--- src/shared/porseq_consts.vh ---
// Function
// - hold the device in reset until every monitored supply is in range.
// - one detector per supply; start configuration only when all detectors report good.
// - if supplies miss the ramp limit, keep I/O and programming tri-stated.
// - after all supplies pass, wait a configurable delay, then configure.
// - delay counts from combined detector trip to final reset release; the code ends it at o_config_start and does not delay o_proc_reset_n.
// - monitor core, cram, aux, adc, mgmt io, battery, ps core, fuse supplies.
// - fuse supply does not hold processor power-up but blocks configuration.
// - during power-up keep I/O tri-stated with weak pull-up enabled.
`ifndef PORSEQ_CONSTS_VH
`define PORSEQ_CONSTS_VH

// ==========================================================
// supply vector layout
`define PORSEQ_NSUP 8
`define PORSEQ_SUP_CORE 0
`define PORSEQ_SUP_CRAM 1
`define PORSEQ_SUP_AUX 2
`define PORSEQ_SUP_ADC 3
`define PORSEQ_SUP_MIO 4
`define PORSEQ_SUP_BAT 5
`define PORSEQ_SUP_PSC 6
`define PORSEQ_SUP_FUSE 7
// supplies that gate processor power-up (fuse excluded)
`define PORSEQ_PROC_MASK 8'h7F

// ==========================================================
// timing
`define PORSEQ_CLK_MHZ 250
`define PORSEQ_RAMP_MS 10
`define PORSEQ_RAMP_CYC (`PORSEQ_RAMP_MS * `PORSEQ_CLK_MHZ * 1000)
`define PORSEQ_DLY_STD_MS 9
`define PORSEQ_DLY_FAST_MS 4
`define PORSEQ_DLY_STD_CYC (`PORSEQ_DLY_STD_MS * `PORSEQ_CLK_MHZ * 1000)
`define PORSEQ_DLY_FAST_CYC (`PORSEQ_DLY_FAST_MS * `PORSEQ_CLK_MHZ * 1000)
`define PORSEQ_CNT_W 32
`define PORSEQ_STAB_W 2
`define PORSEQ_STAB_MAX 2'h3
`define PORSEQ_CNT_ZERO 32'h0
`define PORSEQ_CNT_ONE 32'h1

// ==========================================================
// reset levels of the sequencer flops
`define PORSEQ_RST_TRIP 1'h0
`define PORSEQ_RST_PROC_N 1'h0
`define PORSEQ_RST_START 1'h0
`define PORSEQ_RST_FAIL 1'h0
`define PORSEQ_RST_OE_N 1'h1
`define PORSEQ_RST_PULLUP 1'h1
`define PORSEQ_RST_GOOD 8'h00

`endif

--- src/rtl/porseq_detect.v ---
`timescale 1ns/1ps
`include "porseq_consts.vh"

// ==========================================================
// per-supply level detector: good only after a stable run of samples
module porseq_detect (
  // clock and reset
  input wire i_clk,
  input wire i_rst_n,
  // raw comparator level
  input wire i_level,
  // filtered good flag
  output reg o_good
);

  reg [`PORSEQ_STAB_W-1:0] stab_ff;

  // glitch filter: a single bad sample drops good at once
  always @(posedge i_clk) begin
    if (!i_rst_n) begin
      stab_ff <= {`PORSEQ_STAB_W{1'b0}};
      o_good <= 1'b0;
    end else if (!i_level) begin
      stab_ff <= {`PORSEQ_STAB_W{1'b0}};
      o_good <= 1'b0;
    end else if (stab_ff != `PORSEQ_STAB_MAX) begin
      stab_ff <= stab_ff + {{(`PORSEQ_STAB_W-1){1'b0}}, 1'b1};
      o_good <= 1'b0;
    end else begin
      o_good <= 1'b1;
    end
  end

endmodule // porseq_detect

--- src/rtl/porseq_top.v ---
`timescale 1ns/1ps
`include "porseq_consts.vh"

module porseq_top #(
  parameter [`PORSEQ_CNT_W-1:0] RAMP_CYC = `PORSEQ_RAMP_CYC,
  parameter [`PORSEQ_CNT_W-1:0] DLY_STD_CYC = `PORSEQ_DLY_STD_CYC,
  parameter [`PORSEQ_CNT_W-1:0] DLY_FAST_CYC = `PORSEQ_DLY_FAST_CYC
) (
  // clock and reset
  input wire i_clk,
  input wire i_rst_n,
  // supply comparator levels, one per monitored rail
  input wire [`PORSEQ_NSUP-1:0] i_supply_ok,
  // delay select: 1 fast, 0 standard
  input wire i_fast_por,
  // reset and configuration control
  output reg o_proc_reset_n,
  output reg o_config_start,
  output reg o_ramp_fail,
  // i/o state and registered per-supply good flags
  output reg o_io_oe_n,
  output reg o_io_pullup_en,
  output reg [`PORSEQ_NSUP-1:0] o_supply_good
);

  localparam [1:0] ST_WAIT = 2'h0;
  localparam [1:0] ST_DELAY = 2'h1;
  localparam [1:0] ST_DONE = 2'h2;
  localparam [1:0] ST_FAIL = 2'h3;

  wire [`PORSEQ_NSUP-1:0] good;
  reg [1:0] state_ff;
  reg [1:0] nxt_state;
  reg [`PORSEQ_CNT_W-1:0] ramp_ff;
  reg [`PORSEQ_CNT_W-1:0] nxt_ramp;
  reg [`PORSEQ_CNT_W-1:0] dly_ff;
  reg [`PORSEQ_CNT_W-1:0] nxt_dly;
  reg [`PORSEQ_CNT_W-1:0] dly_target;
  wire proc_ok;
  wire all_ok;
  wire ramp_done;
  wire dly_done;
  reg trip_ff;
  reg nxt_trip;
  reg nxt_proc_reset_n;
  reg nxt_config_start;
  reg nxt_ramp_fail;
  reg nxt_io_oe_n;
  reg nxt_io_pullup_en;

  // ==========================================================
  // independent detectors
  genvar gi;
  generate
    for (gi = 0; gi < `PORSEQ_NSUP; gi = gi + 1) begin : g_det
      porseq_detect u_det (
        .i_clk(i_clk),
        .i_rst_n(i_rst_n),
        .i_level(i_supply_ok[gi]),
        .o_good(good[gi])
      );
    end
  endgenerate

  // fuse rail left out of processor gating
  assign proc_ok = &(good | ~`PORSEQ_PROC_MASK);
  assign all_ok = &good;

  // ==========================================================
  // delay selection and counter limits
  always @* begin
    dly_target = i_fast_por ? DLY_FAST_CYC : DLY_STD_CYC;
  end

  // limit minus one, so the state flop lands on the exact count
  assign ramp_done = (ramp_ff >= (RAMP_CYC - `PORSEQ_CNT_ONE));
  assign dly_done = (dly_ff >= (dly_target - `PORSEQ_CNT_ONE));

  // ==========================================================
  // sequencer next state
  always @* begin
    nxt_state = state_ff;
    case (state_ff)
      ST_WAIT: begin
        if (all_ok) begin
          nxt_state = ST_DELAY;
        end else if (!trip_ff && ramp_done) begin
          nxt_state = ST_FAIL;
        end else begin
          nxt_state = ST_WAIT;
        end
      end
      ST_DELAY: begin
        if (!all_ok) begin
          nxt_state = ST_WAIT;
        end else if (dly_done) begin
          nxt_state = ST_DONE;
        end else begin
          nxt_state = ST_DELAY;
        end
      end
      ST_DONE: begin
        // a brown-out drops back into reset
        if (!all_ok) begin
          nxt_state = ST_WAIT;
        end else begin
          nxt_state = ST_DONE;
        end
      end
      ST_FAIL: begin
        // latched until power cycle (reset)
        nxt_state = ST_FAIL;
      end
      default: begin
        nxt_state = ST_WAIT;
      end
    endcase
  end

  // ==========================================================
  // ramp window: open from reset until the first full trip
  always @* begin
    nxt_trip = trip_ff;
    if ((state_ff == ST_WAIT) && all_ok) begin
      nxt_trip = 1'h1;
    end
  end

  // later brown-outs restart the delay but never count as a ramp miss
  always @* begin
    nxt_ramp = ramp_ff;
    if ((state_ff == ST_WAIT) && !trip_ff && !all_ok && !ramp_done) begin
      nxt_ramp = ramp_ff + `PORSEQ_CNT_ONE;
    end
  end

  // ==========================================================
  // por delay counter, cleared whenever a rail is lost
  always @* begin
    nxt_dly = `PORSEQ_CNT_ZERO;
    if ((state_ff == ST_DELAY) && all_ok && !dly_done) begin
      nxt_dly = dly_ff + `PORSEQ_CNT_ONE;
    end
  end

  // ==========================================================
  // sequencer registers
  always @(posedge i_clk) begin
    if (!i_rst_n) begin
      state_ff <= ST_WAIT;
    end else begin
      state_ff <= nxt_state;
    end
  end

  always @(posedge i_clk) begin
    if (!i_rst_n) begin
      trip_ff <= `PORSEQ_RST_TRIP;
    end else begin
      trip_ff <= nxt_trip;
    end
  end

  always @(posedge i_clk) begin
    if (!i_rst_n) begin
      ramp_ff <= `PORSEQ_CNT_ZERO;
    end else begin
      ramp_ff <= nxt_ramp;
    end
  end

  always @(posedge i_clk) begin
    if (!i_rst_n) begin
      dly_ff <= `PORSEQ_CNT_ZERO;
    end else begin
      dly_ff <= nxt_dly;
    end
  end

  // ==========================================================
  // output decode, taken from the next state so pins come off flops
  always @* begin
    nxt_proc_reset_n = proc_ok && (nxt_state != ST_FAIL);
    nxt_config_start = (nxt_state == ST_DONE);
    nxt_ramp_fail = (nxt_state == ST_FAIL);
    // pins stay released with pull-up until configuration may run
    nxt_io_oe_n = (nxt_state != ST_DONE);
    nxt_io_pullup_en = (nxt_state != ST_DONE);
  end

  // ==========================================================
  // registered outputs
  always @(posedge i_clk) begin
    if (!i_rst_n) begin
      o_proc_reset_n <= `PORSEQ_RST_PROC_N;
    end else begin
      o_proc_reset_n <= nxt_proc_reset_n;
    end
  end

  always @(posedge i_clk) begin
    if (!i_rst_n) begin
      o_config_start <= `PORSEQ_RST_START;
    end else begin
      o_config_start <= nxt_config_start;
    end
  end

  always @(posedge i_clk) begin
    if (!i_rst_n) begin
      o_ramp_fail <= `PORSEQ_RST_FAIL;
    end else begin
      o_ramp_fail <= nxt_ramp_fail;
    end
  end

  always @(posedge i_clk) begin
    if (!i_rst_n) begin
      o_io_oe_n <= `PORSEQ_RST_OE_N;
    end else begin
      o_io_oe_n <= nxt_io_oe_n;
    end
  end

  always @(posedge i_clk) begin
    if (!i_rst_n) begin
      o_io_pullup_en <= `PORSEQ_RST_PULLUP;
    end else begin
      o_io_pullup_en <= nxt_io_pullup_en;
    end
  end

  always @(posedge i_clk) begin
    if (!i_rst_n) begin
      o_supply_good <= `PORSEQ_RST_GOOD;
    end else begin
      o_supply_good <= good;
    end
  end

endmodule // porseq_top

--- config.mk ---
export PLATFORM = sky130hd
export DESIGN_NAME = porseq_top
export DESIGN_NICKNAME = d
export VERILOG_FILES = /design/src/rtl/porseq_detect.v /design/src/rtl/porseq_top.v
export VERILOG_INCLUDE_DIRS = /design/src /design/src/shared
export SDC_FILE = /design/constraint.sdc
export NUM_CORES = 1
export LEC_CHECK = 0
export BUFFER_PORTS_ARGS = -buffer_cell sky130_fd_sc_hd__buf_4
export CORE_ASPECT_RATIO = 1.1
export CORE_MARGIN = 10
export CORE_UTILIZATION = 60
export DETAILED_ROUTE_END_ITERATION = 10
export PLACE_DENSITY = 0.79
export SLEW_MARGIN = 0
export SYNTH_ARGS = -nofsm -noshare
export SYNTH_HDL_FRONTEND = slang
export SYNTH_HIERARCHICAL = 1
export SYNTH_SLANG_ARGS = --single-unit
--- constraint.sdc ---
create_clock -name i_clk -period 2.5 [get_ports i_clk]
set_clock_uncertainty 0.1 [all_clocks]
set_input_delay 0.125 -clock i_clk [delete_from_list [all_inputs] [get_ports i_clk]]
set_output_delay 0.125 -clock i_clk [all_outputs]
set_load 0.005 [all_outputs]
==> results.md <==
* Max rail drop VDD at about 0.00046 V
* Number of vias per cell at around 5.4
* Post-CTS Setup Bufs at 0
* CTS Root Cell: clkbuf_8
* Number of synthesized flops with an enable pin at 0
* Drt initial violations at 83
* Clock latency on the worst-skew pair at approximately 0.38 ns
* Worst Path Max Fanout at 9
* Fillers at 530
* Mean Syn Cell Area at 9.86 um^2
* Synth Instances at between 400 and 500
* Req. time, crit path at about 2.7 ns
* Starting Density at about 62%
* PD cells at about 570 nW/um^2
* Final setup vio count at 0
* Post-cts resize count at 0
* Async SR Flop Fraction at 0%
* Antenna violations before repair at 0
* Clk sink count at around 100
* Final Cell Area at between 4000 and 5000 um^2
* GRT overflow at 0
* Via count at roughly 3100
* FMAX at between 400 and 500 MHz
* Area post-placement at around 4700 um^2
* Pleak at a little over 2 nW
* Largest net degree at the start of global routing at 64
* Port Buffers at 23
* GRT Util Overall at 14.7%
* Vias in the first global route at 3007
* Synthesized flop and latch total at 103
* Post-Route Setup TNS at 0 ns
* Final Net Count at 529
* Die area at around 11000 um^2
* CP startpoint kind: register
* Final GP Congestion at slightly above 0.8
* DRT Pass-1 Iters at 4
* Post-synthesis sequential area ratio at a little under half
* Antenna diodes at 0
* Die extent in x at roughly 100 um
* Total power at about 2.8 mW
* Commonest non-fill, non-tap cell in the layout: dfxtp_1
* Post-Route WL at 7.76 mm
* Site Rows at 32
* Crit path DAT at approximately 2.5 ns
* Status: finished, final reports clean
* CP Class: register to register
* Clk slew on worst S/H paths at between 0.1 and 0.15 ns
* H-Tree Depth at 3
* Dpl hpwl at 5.59 mm
* Clock buffer depth at 2
* First-pass GRT wire length at around 13 mm
* Relative slew slack at 65.6%
* Layout Area Growth over Synthesis at 13.4%
* Final ANT Viol Nets at 0
* Fin. max-slew vios at 0
* Dominant synthesized flop cell: dfxtp_1
* Core area at 7050 um^2
* Boundary pin count at 24
* Die Height at approximately 110 um
* RSZ-0062 raised after global routing: false
* Most frequent cells in the layout: dfxtp_1 (103), nor2_1 (59), and2_1 (33), nand2_1 (30), ha_1 (28)
* Yosys cell types at 53
* Per-cell routed wire length at approximately 13 um
* Hold Vio Cnt, Final at 0
* DR DRC count at 0
* Slew at the pin closest to its max-slew limit at 0.514 ns
* Fin crit period at 2.28 ns
* Max cap viols at 0
* Synth warnings at 6
* TritonCTS clock tree: done
* Layout cells sized above 1 at a little under an eighth
* Critical Path Sink Type: register
* Final Cycle Share at roughly nine tenths
* Hold crit path type: input port to register
* Total CTS buffers at 9
* Mapped Area at ~4400 um^2
-- registers in the layout, summed over array words and instances (netlist names) --
name                 flops
dly_ff                  32
ramp_ff                 32
g_det.u_det/stab_ff     16
g_det.u_det/o_good       8
o_supply_good            8
state_ff                 2
o_config_start           1
o_io_pullup_en           1
o_proc_reset_n           1
o_ramp_fail              1
trip_ff                  1
-- routing by layer --
metal | vias to the layer above | track usage (%) | wire, um
met5 | - | 0 | 0
met4 | 0 | 5.08 | 114
met3 | 8 | 3.77 | 243
met2 | 33 | 23.6 | 3740
met1 | 1476 | 18.6 | 3660
li1 | 1622 | - | -
-- synth_stat cells, drive strengths merged, types with 4 or more instances --
| cell | instances | area share [%] |
|---|---|---|
| dfxtp | 103 | 47 |
| or3 | 5 | 0.83 |
| xor2 | 21 | 4.2 |
| clkbuf | 5 | 0.43 |
| and3 | 13 | 1.9 |
| a21boi | 6 | 1.0 |
| nor2 | 60 | 5.2 |
| nand4 | 20 | 3.2 |
| nand3 | 16 | 1.9 |
| buf | 5 | 0.83 |
| ha | 28 | 8.0 |
| nand2 | 30 | 2.6 |
| a21oi | 6 | 0.94 |
| and2 | 33 | 4.7 |
| and4 | 6 | 1.3 |
| o21ai | 6 | 0.68 |
| xnor2 | 21 | 4.2 |
| nor4 | 8 | 1.1 |
| inv | 8 | 0.68 |
| nor3 | 4 | 0.57 |
| mux2i | 10 | 2.3 |
-- final timing paths --
check,startpoint,to,slack [ns],cells after the start
max,ramp_ff[0],ramp_ff[18],0.22,8
min,i_rst_n,o_proc_reset_n,0.13,3
max reg2reg,ramp_ff[0],ramp_ff[18],0.22,8
min reg2reg,ramp_ff[24],ramp_ff[24],0.37,1
-- what timing repair did --
action                     4_1_cts  5_1_grt
hold endpoints to repair        24        0
setup endpoints to repair        0        2
hold buffers                     8        0
-- final cells by class --
| type | count | area [um^2] | area share (%) |
|---|---|---|---|
| clock buffer | 9 | 124 | 2.49 |
| timing repair buffer | 36 | 303 | 6.09 |
| multi-input combinational | 332 | 2270 | 45.6 |
| inverter | 8 | 30.0 | 0.604 |
| sequential | 103 | 2060 | 41.5 |
| tap | 85 | 106 | 2.14 |
| clock inverter | 7 | 78.8 | 1.58 |
-- worst max-delay path, stage by stage (launching register included) --
cell and delay (ns):
dfxtp_1 0.35, ha_1 0.21, nand4_1 0.14, a2111oi_4 0.10, o41ai_4 0.44, buf_4 0.25, nand2_1 0.09, or3_1 0.37
a21boi_1 0.16
-- logic make-up (layout without fill, tap and decap cells) --
| kind of cell | count (synthesis) | after routing | synth area share, % |
|---|---|---|---|
| AOI/OAI and AO/OA | 35 | 35 | 6.73 |
| DFF | 103 | 103 | 47.0 |
| other | 1 | 9 | 0.0855 |
| xor gates and xnor gates | 42 | 42 | 8.39 |
| adders and majority gates | 28 | 28 | 7.99 |
| buffers and inverters | 18 | 60 | 1.94 |
| muxes | 10 | 10 | 2.28 |
| and+or+nand+nor | 208 | 208 | 25.6 |
-- power by group --
group	total (mW)	internal [mW]	switching [mW]
clock	1.04	0.400	0.638
sequential	1.68	1.67	0.0189
combinational	0.103	0.0503	0.0529
total	2.83	2.12	0.710
-- stage by stage --
step	worst slack [ns]	util (%)	instances	hold slack, ns
after floorplan	0.449	-	453	0.169
after global placement	0.263	66.6	556	0.261
after detailed placement	0.154	66.6	556	0.268
after CTS	0.146	70.6	580	0.125
after global routing	0.0237	70.6	580	0.155
final	0.220	70.6	580	0.127
Note: power is estimated with default switching activity, not from simulation.
